==> config.mk <==
export PLATFORM = sky130hd
export DESIGN_NAME = phy_ext_ctrl_eeprom_regs
export DESIGN_NICKNAME = d
export VERILOG_FILES = /design/src/design/phy_ext_pkg.sv /design/src/design/phy_ext_ctrl_eeprom_regs.sv
export SDC_FILE = /design/constraint.sdc
export NUM_CORES = 1
export LEC_CHECK = 0
export ABC_AREA = 1
export BUFFER_PORTS_ARGS = -buffer_cell sky130_fd_sc_hd__buf_2
export CORE_MARGIN = 3
export CORE_UTILIZATION = 30
export DETAILED_ROUTE_END_ITERATION = 10
export PLACE_DENSITY_LB_ADDON = 0.08
export SLEW_MARGIN = 20
export SYNTH_ARGS = -nofsm -noshare
export SYNTH_HDL_FRONTEND = slang
export SYNTH_SLANG_ARGS = --single-unit
==> constraint.sdc <==
create_clock -name aclk -period 1.5 [get_ports aclk]
set_input_delay 0.3 -clock aclk [delete_from_list [all_inputs] [get_ports aclk]]
set_output_delay 0.3 -clock aclk [all_outputs]
set_load 0.01 [all_outputs]
==> src/design/phy_ext_pkg.sv <==
// Package with register map, field layout and reset values of the extended register bank
package phy_ext_pkg;
  // Register indices of the five registers; the bus byte address is four times the index
  localparam logic [7:0] ADDR_MAC_TERM = 8'h13;
  localparam logic [7:0] ADDR_PS_DS = 8'h14;
  localparam logic [7:0] ADDR_EE_CTRL = 8'h15;
  localparam logic [7:0] ADDR_EE_DATA = 8'h16;
  localparam logic [7:0] ADDR_IP_CRC = 8'h17;
  // Field positions
  localparam int TERM_LSB = 14;
  localparam int SLEEP_LSB = 13;
  localparam int LSTO_LSB = 9;
  localparam int RXCLK_OFF_BIT = 5;
  localparam int DS_EN_BIT = 4;
  localparam int DS_CNT_LSB = 2;
  localparam int DS_STAT_BIT = 1;
  localparam int EE_RELOAD_BIT = 14;
  localparam int EE_GO_BIT = 13;
  localparam int EE_DIR_BIT = 12;
  localparam int EE_RDY_BIT = 11;
  localparam int RDATA_LSB = 8;
  localparam int PHYAD_LSB = 11;
  localparam int IP_EN_BIT = 10;
  localparam int IP_STAT_LSB = 8;
  // Reset values
  localparam logic [1:0] SLEEP_RST = 2'h1;
  localparam logic [1:0] LSTO_RST = 2'h1;
  localparam logic [1:0] DS_CNT_RST = 2'h1;
  localparam logic EE_DIR_RST = 1'b1;
  localparam logic [10:0] EE_ADDR_RST = 11'h000;
  localparam logic [7:0] BYTE_RST = 8'h00;
  localparam logic [7:0] CRC_MAX = 8'hff;
  // AXI responses
  localparam logic [1:0] RESP_OKAY = 2'h0;
  localparam logic [1:0] RESP_SLVERR = 2'h2;

  // Configuration strap bundle
  typedef struct packed {
    logic [1:0] term;
    logic ds_en;
    logic [4:0] phy_addr;
  } strap_t;

  // EEPROM engine request toward the external serial port
  typedef struct packed {
    logic start;
    logic read;
    logic [10:0] addr;
    logic [7:0] wdata;
  } ee_req_t;

  // EEPROM engine completion from the external serial port
  typedef struct packed {
    logic done;
    logic [7:0] rdata;
  } ee_rsp_t;

  // Control settings handed to the PHY core
  typedef struct packed {
    logic [1:0] term_sel;
    logic [1:0] sleep_sel;
    logic [1:0] lsto_sel;
    logic rx_clk_off;
    logic ds_en;
    logic [1:0] ds_count;
    logic ee_reload;
    logic ip_det_en;
  } ctrl_t;
endpackage : phy_ext_pkg

==> src/design/phy_ext_ctrl_eeprom_regs.sv <==
// Extended register bank: termination, power save, downshift, EEPROM engine, inline power, CRC
// Summary of operation
// - Two-bit sticky termination select, reset from strap pins, picks 50/60/30/45 ohm.
// - Sticky sleep timer field 14:13 selects one to four seconds, reset 01.
// - Field 10:9 selects link status time-out one to four seconds, reset 01.
// - Bit 5 set holds the receive clock to the MAC low; resets 0.
// - Sticky bit 4 enables gigabit speed downshift; reset from strap pins.
// - Sticky bits 3:2 pick two to five failed attempts before downshift.
// - Read-only bit 1 shows downshift needed or done; resets 0.
// - Bit 14 requests EEPROM reload after soft reset; survives soft reset.
// - Writing 1 to bit 13 launches one EEPROM access; self-clears after.
// - Read-only bit 11 reads 1 when the EEPROM engine is ready.
// - Byte fetched by a read access appears in read-only bits 15:8.
// - Bits 7:0 hold the byte written on a write access; reset 00.
// - Bits 15:11 show the five-bit PHY address latched at reset.
// - Sticky bit 10 of control-4 enables inline power detection.
// - Bits 9:8 report detection: searching, needs power, no power needed.
// - Eight-bit CRC error counter saturates at ff and clears when read.
`timescale 1ns/1ps
module phy_ext_ctrl_eeprom_regs
  import phy_ext_pkg::*;
(
  input wire logic aclk,
  input wire logic aresetn,
  input wire logic soft_reset,
  input wire strap_t config_strap_pins,
  input wire logic rx_clk_in,
  output logic rx_clk_out,
  input wire logic downshift_event,
  input wire logic [1:0] inline_power_status,
  input wire logic crc_error,
  output ctrl_t ctrl,
  output ee_req_t ee_req,
  input wire ee_rsp_t ee_rsp,
  input wire logic [31:0] s_axi_awaddr,
  input wire logic s_axi_awvalid,
  output logic s_axi_awready,
  input wire logic [31:0] s_axi_wdata,
  input wire logic [3:0] s_axi_wstrb,
  input wire logic s_axi_wvalid,
  output logic s_axi_wready,
  output logic [1:0] s_axi_bresp,
  output logic s_axi_bvalid,
  input wire logic s_axi_bready,
  input wire logic [31:0] s_axi_araddr,
  input wire logic s_axi_arvalid,
  output logic s_axi_arready,
  output logic [31:0] s_axi_rdata,
  output logic [1:0] s_axi_rresp,
  output logic s_axi_rvalid,
  input wire logic s_axi_rready
);

  // EEPROM engine states
  typedef enum logic [1:0] {
    EE_IDLE = 2'b01,
    EE_BUSY = 2'b10
  } ee_state_t;

  // Address decode shared by both bus directions
  function automatic logic addr_hit(input logic [31:0] a);
    addr_hit = (a[31:10] == 22'h0) && (a[1:0] == 2'b00) &&
      ((a[9:2] == ADDR_MAC_TERM) || (a[9:2] == ADDR_PS_DS) || (a[9:2] == ADDR_EE_CTRL) ||
       (a[9:2] == ADDR_EE_DATA) || (a[9:2] == ADDR_IP_CRC));
  endfunction : addr_hit

  // Pin input synchronisers
  logic [1:0] ds_sync_reg;
  logic [1:0] ip_s1_reg;
  logic [1:0] ip_s2_reg;
  logic [2:0] crc_sync_reg;
  strap_t strap_s1_reg;
  strap_t strap_s2_reg;

  // Register fields
  logic [1:0] term_reg;
  logic [1:0] sleep_reg;
  logic [1:0] lsto_reg;
  logic rxclk_off_reg;
  logic ds_en_reg;
  logic [1:0] ds_cnt_reg;
  logic ds_stat_reg;
  logic ee_reload_reg;
  logic ee_dir_reg;
  logic [10:0] ee_addr_reg;
  logic [7:0] ee_rdata_reg;
  logic [7:0] ee_wdata_reg;
  logic [4:0] phy_addr_reg;
  logic ip_en_reg;
  logic [1:0] ip_stat_reg;
  logic [7:0] crc_cnt_reg;
  logic strap_pending_reg;
  ee_state_t ee_state_reg;
  logic ee_start_reg;

  // Bus channel state
  logic aw_held_reg;
  logic w_held_reg;
  logic [31:0] aw_addr_reg;
  logic [31:0] w_data_reg;
  logic [3:0] w_strb_reg;
  logic wr_fire;
  logic rd_fire;
  logic [31:0] rd_word;
  logic [15:0] wd;
  logic lo_en;
  logic hi_en;
  logic crc_inc;

  // Strap synchronisers run through reset so the straps are settled at release
  always_ff @(posedge aclk) begin
    strap_s1_reg <= config_strap_pins;
    strap_s2_reg <= strap_s1_reg;
  end

  // Two-flop synchronisers for pin-level inputs
  always_ff @(posedge aclk) begin
    if (!aresetn) begin
      ds_sync_reg <= 2'h0;
      ip_s1_reg <= 2'h0;
      ip_s2_reg <= 2'h0;
      crc_sync_reg <= 3'h0;
    end else begin
      ds_sync_reg <= {ds_sync_reg[0], downshift_event};
      ip_s1_reg <= inline_power_status;
      ip_s2_reg <= ip_s1_reg;
      crc_sync_reg <= {crc_sync_reg[1:0], crc_error};
    end
  end

  // Write acceptance: address and data taken independently, response after both
  assign s_axi_awready = !aw_held_reg && !s_axi_bvalid;
  assign s_axi_wready = !w_held_reg && !s_axi_bvalid;
  assign wr_fire = aw_held_reg && w_held_reg && !s_axi_bvalid;
  assign wd = w_data_reg[15:0];
  assign lo_en = w_strb_reg[0];
  assign hi_en = w_strb_reg[1];

  always_ff @(posedge aclk) begin
    if (!aresetn) begin
      aw_held_reg <= 1'b0;
      w_held_reg <= 1'b0;
      aw_addr_reg <= 32'h0;
      w_data_reg <= 32'h0;
      w_strb_reg <= 4'h0;
      s_axi_bvalid <= 1'b0;
      s_axi_bresp <= RESP_OKAY;
    end else begin
      if (s_axi_awvalid && s_axi_awready) begin
        aw_held_reg <= 1'b1;
        aw_addr_reg <= s_axi_awaddr;
      end
      if (s_axi_wvalid && s_axi_wready) begin
        w_held_reg <= 1'b1;
        w_data_reg <= s_axi_wdata;
        w_strb_reg <= s_axi_wstrb;
      end
      if (wr_fire) begin
        aw_held_reg <= 1'b0;
        w_held_reg <= 1'b0;
        s_axi_bvalid <= 1'b1;
        s_axi_bresp <= addr_hit(aw_addr_reg) ? RESP_OKAY : RESP_SLVERR;
      end else if (s_axi_bvalid && s_axi_bready) begin
        s_axi_bvalid <= 1'b0;
      end
    end
  end

  // Read channel: one cycle from address to data
  assign s_axi_arready = !s_axi_rvalid;
  assign rd_fire = s_axi_arvalid && s_axi_arready;

  always_comb begin
    rd_word = 32'h0;
    case (s_axi_araddr[9:2])
      ADDR_MAC_TERM: rd_word[15:0] = {term_reg, 14'h0};
      ADDR_PS_DS: rd_word[15:0] = {1'b0, sleep_reg, 2'b00, lsto_reg, 3'b000, rxclk_off_reg,
                                   ds_en_reg, ds_cnt_reg, ds_stat_reg, 1'b0};
      ADDR_EE_CTRL: rd_word[15:0] = {1'b0, ee_reload_reg, ee_state_reg == EE_BUSY, ee_dir_reg,
                                     ee_state_reg == EE_IDLE, ee_addr_reg};
      ADDR_EE_DATA: rd_word[15:0] = {ee_rdata_reg, ee_wdata_reg};
      ADDR_IP_CRC: rd_word[15:0] = {phy_addr_reg, ip_en_reg, ip_stat_reg, crc_cnt_reg};
      default: rd_word = 32'h0;
    endcase
    if (!addr_hit(s_axi_araddr)) begin
      rd_word = 32'h0;
    end
  end

  always_ff @(posedge aclk) begin
    if (!aresetn) begin
      s_axi_rvalid <= 1'b0;
      s_axi_rdata <= 32'h0;
      s_axi_rresp <= RESP_OKAY;
    end else if (rd_fire) begin
      s_axi_rvalid <= 1'b1;
      s_axi_rdata <= rd_word;
      s_axi_rresp <= addr_hit(s_axi_araddr) ? RESP_OKAY : RESP_SLVERR;
    end else if (s_axi_rready) begin
      s_axi_rvalid <= 1'b0;
    end
  end

  // Sticky and non-sticky control fields; strap values load one cycle after reset release
  always_ff @(posedge aclk) begin
    if (!aresetn) begin
      strap_pending_reg <= 1'b1;
      term_reg <= 2'h0;
      sleep_reg <= SLEEP_RST;
      lsto_reg <= LSTO_RST;
      rxclk_off_reg <= 1'b0;
      ds_en_reg <= 1'b0;
      ds_cnt_reg <= DS_CNT_RST;
      ip_en_reg <= 1'b0;
      ee_reload_reg <= 1'b0;
      ee_dir_reg <= EE_DIR_RST;
      ee_addr_reg <= EE_ADDR_RST;
      ee_wdata_reg <= BYTE_RST;
      phy_addr_reg <= 5'h00;
    end else if (strap_pending_reg) begin
      strap_pending_reg <= 1'b0;
      term_reg <= strap_s2_reg.term;
      ds_en_reg <= strap_s2_reg.ds_en;
      phy_addr_reg <= strap_s2_reg.phy_addr;
    end else begin
      if (soft_reset) begin
        // Non-sticky fields return to default; sticky and super-sticky keep their value
        lsto_reg <= LSTO_RST;
        rxclk_off_reg <= 1'b0;
        ee_dir_reg <= EE_DIR_RST;
        ee_addr_reg <= EE_ADDR_RST;
        ee_wdata_reg <= BYTE_RST;
      end else if (wr_fire && addr_hit(aw_addr_reg)) begin
        case (aw_addr_reg[9:2])
          ADDR_MAC_TERM: if (hi_en) term_reg <= wd[TERM_LSB +: 2];
          ADDR_PS_DS: begin
            if (hi_en) sleep_reg <= wd[SLEEP_LSB +: 2];
            if (hi_en) lsto_reg <= {wd[LSTO_LSB + 1], wd[LSTO_LSB]};
            if (lo_en) rxclk_off_reg <= wd[RXCLK_OFF_BIT];
            if (lo_en) ds_en_reg <= wd[DS_EN_BIT];
            if (lo_en) ds_cnt_reg <= wd[DS_CNT_LSB +: 2];
          end
          ADDR_EE_CTRL: begin
            if (hi_en) ee_reload_reg <= wd[EE_RELOAD_BIT];
            if (hi_en) ee_dir_reg <= wd[EE_DIR_BIT];
            if (hi_en) ee_addr_reg[10:8] <= wd[10:8];
            if (lo_en) ee_addr_reg[7:0] <= wd[7:0];
          end
          ADDR_EE_DATA: if (lo_en) ee_wdata_reg <= wd[7:0];
          ADDR_IP_CRC: if (hi_en) ip_en_reg <= wd[IP_EN_BIT];
          default: ;
        endcase
      end
    end
  end

  // EEPROM access engine: launch on a write of 1 to go while idle
  always_ff @(posedge aclk) begin
    if (!aresetn) begin
      ee_state_reg <= EE_IDLE;
      ee_start_reg <= 1'b0;
      ee_rdata_reg <= BYTE_RST;
    end else begin
      ee_start_reg <= 1'b0;
      case (ee_state_reg)
        EE_IDLE: begin
          if (wr_fire && addr_hit(aw_addr_reg) && aw_addr_reg[9:2] == ADDR_EE_CTRL && hi_en
              && wd[EE_GO_BIT]
              && !soft_reset && !strap_pending_reg) begin
            ee_state_reg <= EE_BUSY;
            ee_start_reg <= 1'b1;
          end
        end
        EE_BUSY: begin
          if (ee_rsp.done) begin
            ee_state_reg <= EE_IDLE;
            if (ee_dir_reg) ee_rdata_reg <= ee_rsp.rdata;
          end
        end
        default: ee_state_reg <= EE_IDLE;
      endcase
    end
  end

  // Downshift status, inline power status and saturating CRC error counter
  assign crc_inc = crc_sync_reg[1] && !crc_sync_reg[2];
  always_ff @(posedge aclk) begin
    if (!aresetn) begin
      ds_stat_reg <= 1'b0;
      ip_stat_reg <= 2'h0;
      crc_cnt_reg <= 8'h00;
    end else begin
      ds_stat_reg <= ds_en_reg && ds_sync_reg[1];
      ip_stat_reg <= ip_en_reg ? ip_s2_reg : 2'h0;
      if (rd_fire && s_axi_araddr[9:2] == ADDR_IP_CRC && addr_hit(s_axi_araddr)) begin
        crc_cnt_reg <= {7'h00, crc_inc};
      end else if (crc_inc && crc_cnt_reg != CRC_MAX) begin
        crc_cnt_reg <= crc_cnt_reg + 8'h01;
      end
    end
  end

  // Receive clock gate toward the MAC
  assign rx_clk_out = rx_clk_in & !rxclk_off_reg;

  // Settings and EEPROM request to the rest of the PHY
  assign ctrl = '{term_sel: term_reg, sleep_sel: sleep_reg, lsto_sel: lsto_reg,
                  rx_clk_off: rxclk_off_reg, ds_en: ds_en_reg, ds_count: ds_cnt_reg,
                  ee_reload: ee_reload_reg, ip_det_en: ip_en_reg};
  assign ee_req = '{start: ee_start_reg, read: ee_dir_reg, addr: ee_addr_reg,
                    wdata: ee_wdata_reg};

endmodule : phy_ext_ctrl_eeprom_regs

* Yosys cells after proc, flatten, opt, wreduce, memory -nomap -nowiden
Index checks and enable logic that the tools add are counted.
** Storage, ports and cells
- Register bits after elaboration :: 175
- Input port bits :: 130
- Output and inout port bits :: 75
** Cells by class
- Add/sub/neg operators :: 1
- Equal/unequal tests :: 16
- Mux-type cells :: 45
- Bitwise gates (word level) :: 4
- Reductions and logical operators :: 74
** Operators by type and width (count)
- 8-bit by 5-bit equality test with 1-bit output, second input constant :: 10
- 16-bit one-hot mux with 5 select lines :: 1
- 22-bit logical NOT :: 2
- 11-bit 2-to-1 mux :: 3
- 8-bit 2-to-1 mux :: 4
- 4-bit AND reduction :: 7
- 2-bit nonzero test :: 14
- 2-bit 2-to-1 mux :: 13
- 1-bit logical AND :: 23
- 1-bit 2-to-1 mux :: 21
- 5-bit AND reduction :: 4
- 16-bit 2-to-1 mux :: 1
- 8-bit by 1-bit adder with 8-bit output, second input constant :: 1
- 1-bit logical NOT :: 8
- 1-bit logical OR :: 8
- 8-bit inequality test, second input constant :: 1
- 2-bit AND reduction :: 3
- 2-bit logical NOT :: 2
- 2-bit by 1-bit inequality test with 1-bit output, second input constant :: 2
- 2-bit one-hot mux with 2 select lines :: 1
- 2-bit OR reduction :: 2
- 3-bit 2-to-1 mux :: 1
- 1-bit NOT :: 3
- 3-bit AND reduction :: 1
- 4 further kinds :: 4

* Longest topological paths before layout
Gate-level depths: netlist (run 1).
- Word-level depth :: 14
- Depth in mapped cells :: 12
- Gate-level depth less buffers :: 12

* Least setup slack after synthesis (run 1)
No wires, ideal clock.
- Path type :: reg2reg
- Start point :: register s_axi_rvalid
- End point :: register crc_cnt_reg[0]
- Library setup time :: 0.109 ns
- Data arrival time :: 1.339 ns
- Setup slack :: 0.052 ns
- Cell stages (with the launch flop) :: 11
- Buffers on the path :: 0
- Path through :: dfxtp_1 > inv_1 > nand2_2 > inv_1 > nand4_1 > nor2_1 > nand3_1 > nand2_2 > nand2_1 > nand2_1 > inv_1
** Between the ends
- Longest elaborated chain between the ends :: 5
- Elaborated cells between the ends (all ways) :: 6
** Ends and longest elaborated chain
- start, declared :: RTL line phy_ext_ctrl_eeprom_regs.sv:50 : output logic s_axi_rvalid,
- start signal, assigned :: RTL line phy_ext_ctrl_eeprom_regs.sv:192 : s_axi_rvalid <= 1'b0;
- start signal, assigned :: RTL line phy_ext_ctrl_eeprom_regs.sv:196 : s_axi_rvalid <= 1'b1;
- start signal, assigned :: RTL line phy_ext_ctrl_eeprom_regs.sv:200 : s_axi_rvalid <= 1'b0;
- 1-bit logical NOT (*) :: RTL line phy_ext_ctrl_eeprom_regs.sv:170 : assign s_axi_arready = !s_axi_rvalid;
- net s_axi_arready :: RTL line phy_ext_ctrl_eeprom_regs.sv:47 : output logic s_axi_arready,
- 1-bit logical AND (*) :: RTL line phy_ext_ctrl_eeprom_regs.sv:171 : assign rd_fire = s_axi_arvalid && s_axi_arready;
- 1-bit logical AND (*) (2 in a row) :: RTL line phy_ext_ctrl_eeprom_regs.sv:295 : if (rd_fire && s_axi_araddr[9:2] == ADDR_IP_CRC && addr_hit(s_axi_araddr)) begin
- 1-bit 2-to-1 mux or 2-bit nonzero test (tied branches)
- end signal, assigned :: RTL line phy_ext_ctrl_eeprom_regs.sv:296 : crc_cnt_reg <= {7'h00, crc_inc};
- end signal, assigned :: RTL line phy_ext_ctrl_eeprom_regs.sv:298 : crc_cnt_reg <= crc_cnt_reg + 8'h01;
- end, declared :: RTL line phy_ext_ctrl_eeprom_regs.sv:91 : logic [7:0] crc_cnt_reg;
Mark *: on every way through the listed nets, which the timed path passes. The rest lies on a longest branch.
A chain may end at the register's enable or synchronous reset.

* Final worst setup path (run 1)
- Start point :: register aw_addr_reg[11]
- End point :: register ee_wdata_reg[5]
** Between the ends
- Longest elaborated chain between the ends :: 6
** Ends and longest elaborated chain
- start, declared :: RTL line phy_ext_ctrl_eeprom_regs.sv:99 : logic [31:0] aw_addr_reg;
- start signal, assigned :: RTL line phy_ext_ctrl_eeprom_regs.sv:151 : aw_addr_reg <= s_axi_awaddr;
- 22-bit logical NOT :: RTL line phy_ext_ctrl_eeprom_regs.sv:62 : addr_hit = (a[31:10] == 22'h0) && (a[1:0] == 2'b00) &&
- 1-bit logical AND (2 in a row) :: RTL line phy_ext_ctrl_eeprom_regs.sv:62
- 1-bit logical AND :: RTL line phy_ext_ctrl_eeprom_regs.sv:233 : end else if (wr_fire && addr_hit(aw_addr_reg)) begin
- 2-bit nonzero test (no source line)
- 4-bit AND reduction (no source line)
- end signal, assigned :: RTL line phy_ext_ctrl_eeprom_regs.sv:249 : ADDR_EE_DATA: if (lo_en) ee_wdata_reg <= wd[7:0];
- end, declared :: RTL line phy_ext_ctrl_eeprom_regs.sv:87 : logic [7:0] ee_wdata_reg;
No other way between the ends.

==> results.cfg, run 1 <==
[run_status]
status = finished with violations
failed_checks = setup timing

[critical_path]
worstPathMaxFanout = 8
r2r_cells = 11
cp.arrival_ps = 1820
crit_type = reg -> reg
cp-end-kind = flop
r2r_start = aw_addr_reg[11]
start_kind = flop
required_ps = 1800
r2r_slack_ps = -20
timing.rr.end = ee_wdata_reg[5]

[clock_network]
clockRootBuffer = clkbuf_16
cts_max_path_buffers = 2
cts_made_buffers = 17
clkSinkCount = 156
cts_tree = built
cts-htree-levels = 4
clkLatencyLatePin_ps = 430
cts.clk_slew.worst_paths_ps = 70

[hold_path]
worstHoldPathCells = 3
whs_endpoint = ip_s1_reg[1]
hold_path_class = in -> reg
min_from = inline_power_status[1]

[die]
dieArea_um2 = 23500
start_util = 0.308
core_um2 = 21200
dieWidth_um = 153
num_rows = 53
die_h_um = 153
ioPinCount = 205

[detailed_routing]
vias = 6276
drt_iter0_markers = 309
routedWlPerCell_um = 14.0
drtPass1Iterations = 4
final_antenna_net_count = 0
drc = 0
viasPerCell = 4.44
wl_mm = 19.8

[timing]
setup_viol = 14
fmaxAchievable_mhz = 658
fin_tns_setup_ps = -130
finalWorstSetupSlack_ps = -20.4
fin_crit_sh = 1.01
timing.final.max_slew_violations = 0
period_needed_ps = 1520
finalClockSkew_ps = 15.8
rsz0062_at_grt = true
hold_viol = 0

[placement]
port_buffers = 167
place_inst = 1368
place_hpwl_mm = 14.8
gp_congestion = 0.842

[yosys]
syn_avg_cell_area_um2 = 7.34
async_reset_ff_frac = 0
syn_area_um2 = 6510
yosys_warnings = 0
synth_top_area_frac = 0.480
ys.flop_type = dfxtp_1
ys_seq_elements = 156
synth-edff-count = 0
synth_area_leader_cell = dfxtp_1
synthCells = 887
yosysUniqueCellTypes = 34
yosys-top-cells-area = dfxtp_1 (48%), nand2_1 (8.7%), nor2_1 (7.6%)
ys_seq_area_frac = 0.480

[job]
maxCapViolations = 0

[finish]
stdcell_count = 1413
layout_commonest_cell = buf_2
syn_to_final_growth_pct = 43.2
largest_reg_flops = 32
final_util = 0.440
fillers = 2240
final_cell_mix = buf_2 (167), dfxtp_1 (148), nand2_1 (131)
final_layout_size_suffix_gt1_frac = 0.354
n_antenna_cell = 0
nets = 1256

[global_routing]
grt_pass1_wl_mm = 30.6
grt_pass1_vias = 5785
gr-usage-all-layers = 0.162
grt_max_degree = 55
antenna_found_initial = 1
overflow = 0

[pwr]
vdd_ir_drop_max_uv = 761
power.density_nw_per_um2 = 1070
p_leak_uw = 0.00413
-- Yosys cell counts, drive strengths merged (4+ instances only) --
library cell	count
dfxtp	156
nand2	156
nor2	136
inv	88
a21oi	84
nand3	81
o21ai	78
buf	34
clkbuf	29
nand4	14
nor3	8
o211ai	4
xor2	4
-- timing repair --
item,in CTS,in global routing
endpoints found under the hold margin,8,0
hold buffers,8,0
gates resized for setup,35,89
setup buffers,0,5
setup endpoints to repair,36,44
cloned,0,0
pin swaps,31,37
-- through the flow --
step                area (um2)  worst slack (ps)  power, uW  hold slack [ps]
floorplan                 6570              51.8       5120              310
global placement          8130              -169       5620              311
detailed placement        8130              -197       5630              312
CTS                       8930             -65.8      10100             33.0
global route              9310              -179      10500             60.0
finish                    9310             -20.4      10000             52.1
-- logic make-up after synthesis --
family                     share of synthesized area
DFF                                            0.480
AOI/OAI and AO/OA                              0.136
xor gates and xnor gates                     0.00808
buffers and inverters                          0.104
adders and majority gates                    0.00192
other                                       0.000576
and+or+nand+nor                                0.269
-- critical path: stages (launching register included) --
cell,delay [ps]
dfxtp_1,300
inv_1,60
nand2_1,60
nor2_1,80
nand2_1,80
nor2_2,140
buf_6,150
nand3_4,100
nand2_4,90
nand3_4,160
nand2_1,100
a21oi_1,60
-- routing by layer --
metal / track usage / part of all wire / vias up
met2: 0.251 / 0.44 / 157
met3: 0.0413 / 0.055 / 13
li1: - / - / 3303
met5: 0 / 0.00066 / -
met1: 0.228 / 0.49 / 2801
met4: 0.0382 / 0.0073 / 2
-- cell type report --
cell class              instances  area (um2)  area share
inverters                      89         340      0.0365
clock inverters                15         163      0.0175
repair buffers                265        1710       0.184
clock buffers                  17         425      0.0457
multi-input cells             596        3190       0.343
flip-flops and latches        156        3130       0.336
well taps                     275         344      0.0369
-- worst max path at each step --
| stage | slack, ps | depth (start not counted) | to | start |
|---|---|---|---|---|
| after detailed placement | -200 | 10 | crc_cnt_reg[3] | s_axi_araddr[19] |
| final | -20 | 11 | ee_wdata_reg[5] | aw_addr_reg[11] |
| after global placement | -170 | 10 | crc_cnt_reg[3] | s_axi_araddr[19] |
| after global routing | -180 | 13 | ds_en_reg | aw_addr_reg[13] |
| after floorplan | 50 | 10 | crc_cnt_reg[0] | s_axi_rvalid |
| after CTS | -70 | 10 | ds_en_reg | aw_addr_reg[1] |
-- where the power goes --
part | leakage, uW | switching [uW] | internal, uW
sequential | 0.00128 | 101 | 4360
combinational | 0.00256 | 693 | 521
clock | 0.000286 | 1860 | 2480
total | 0.00413 | 2650 | 7360
Power figures use the tool's default switching activity.
==> inputs of run 2 (changes only) <==
- CORE_ASPECT_RATIO: default -> 1.2
- clock period: 1.5 -> 1.8 ns (I/O delays scaled with it)
==> run 2 against run 1 <==
The run now ends clean. Register-to-register slack better by 210 ps. Sequential share of layout area up 3.5 points. Clock skew down 2.5 ps. Largest power group unchanged.
==> results.cfg, run 2 (synthesized netlist as in run 1, its figures left out) <==
[run_status]
status = complete, no violations

[critical_path]
worstSetupStartpoint = aw_held_reg
required_ps = 2100
crit_chain = nand3_1 -> nor3_4 -> nand3_1 -> nand2_2 -> nand3_2 -> nand2_1 -> a21oi_1
crit_type = reg -> reg
start_kind = flop
worstPathMaxFanout = 8
cp-end-kind = flop
r2r_slack_ps = 190
crit_top_cell = nand3_1
cp.arrival_ps = 1910
r2r_start = aw_held_reg
cpPeakStageDelay_ps = 360
crit_slowest_cell = dfxtp_1

[pwr]
power.density_nw_per_um2 = 971
internal_power_uw = 6050
p_clk_frac = 0.447
p_leak_uw = 0.00381
comb_power_share = 0.099
p_total_uw = 8160
power_frac_seq = 0.454
switchingPower_uw = 2110
vdd_ir_drop_max_uv = 627
switching_share = 0.258

[clock_network]
clkSinkCount = 156
cts_made_buffers = 17
hold_buffers = 0
cts.clk_slew.worst_paths_ps = 70
cts_max_path_buffers = 2
clkLatencyLatePin_ps = 420
clockRootBuffer = clkbuf_16
cts_tree = built
cts-htree-levels = 4

[die]
num_rows = 58
core_um2 = 21100
dieArea_um2 = 23500
ioPinCount = 205
start_util = 0.308
dieWidth_um = 140
die_h_um = 167

[finish]
nets = 1196
final_cell_mix = buf_2 (167), dfxtp_1 (156), nand2_1 (148)
regArea_um2 = 3120
final_util = 0.398
fillers = 2268
multiInputGateArea_um2 = 2810
stdcell_count = 1348
final_layout_size_suffix_gt1_frac = 0.249
largest_reg_flops = 32
syn_to_final_growth_pct = 29.1
layout_commonest_cell = buf_2
n_antenna_cell = 0

[timing]
hold_viol = 0
period_needed_ps = 1610
finalClockSkew_ps = 13.2
setup_viol = 0
fmaxAchievable_mhz = 620
fin_crit_sh = 0.896
timing.final.max_slew_violations = 0
whs_ps = 34.6
finalWorstSetupSlack_ps = 188

[placement]
place_inst = 1315
place_hpwl_mm = 14.4
dp_slack_ps = 42.5
gp_congestion = 0.804
port_buffers = 167

[global_routing]
antenna_found_initial = 2
grt_pass1_vias = 5732
grt_pass1_wl_mm = 29.6
gr-usage-all-layers = 0.158
overflow = 0
grt_max_degree = 52

[detailed_routing]
drtPass1Iterations = 5
vias = 5932
final_antenna_net_count = 0
routedWlPerCell_um = 13.7
drt_iter0_markers = 257
viasPerCell = 4.40
drc = 0
wl_mm = 18.4

[hold_path]
hold_path_class = in -> reg
min_from = config_strap_pins[4]

[job]
maxCapViolations = 0
==> run 2: changes by cell type in the layout (fill, tap and decap cells not counted), sizes merged <==
cell	delta
buf	-52
dlygate4sd3	-8
clkinv	-1
clkbuf	+1
==> run 2: power by group through the flow <==
stage / clock network (uW) / logic (uW) / registers (uW)
global route: 3900 / 925 / 3720
finish: 3650 / 808 / 3700
floorplan: 0 / 502 / 3770
global placement: 0 / 803 / 3780
detailed placement: 0 / 809 / 3780
CTS: 3770 / 811 / 3710
==> run 2: worst max-delay path, delay by kind of cell, from the launching register on <==
kind               cells  cell delay (ps)
DFF                    1              360
AOI/OAI and AO/OA      1               70
and+or+nand+nor        6             1060
==> run 2: final timing paths <==
path,to,cells past startpoint
worst min register to register,strap_s2_reg[1],0
worst min-delay path,strap_s1_reg[4],1
worst max register to register,ee_wdata_reg[4],7
worst max-delay path,ee_wdata_reg[4],7
==> run 2: final cells by class <==
class / instances / share of cell area
Multi-Input combinational cell: 596 / 0.335
Inverter: 89 / 0.0398
Timing Repair Buffer: 205 / 0.142
Tap cell: 270 / 0.0402
Clock buffer: 18 / 0.0523
Clock inverter: 14 / 0.0191
Sequential cell: 156 / 0.372
==> run 2: routing by layer <==
metal	global-route usage	share of wire	vias to the layer above	routed length, um
li1	-	-	3180	-
met1	0.201	0.46	2563	8400
met2	0.264	0.47	164	8660
met3	0.0428	0.061	21	1120
met4	0.0421	0.011	4	199
met5	0	0.0015	-	27
==> run 2: through the flow <==
step / instance area, um2 / setup TNS, ps
2_1_floorplan: 6570 / 0
3_3_place_gp: 7760 / 0
3_5_place_dp: 7760 / 0
4_1_cts: 8360 / 0
5_1_grt: 8400 / -3.15
6_report: 8400 / 0
==> run 2: repair_timing <==
item                                    CTS  global route
endpoints found under the setup margin    0            27
resized for setup                         0             8
setup buffers                             0             1
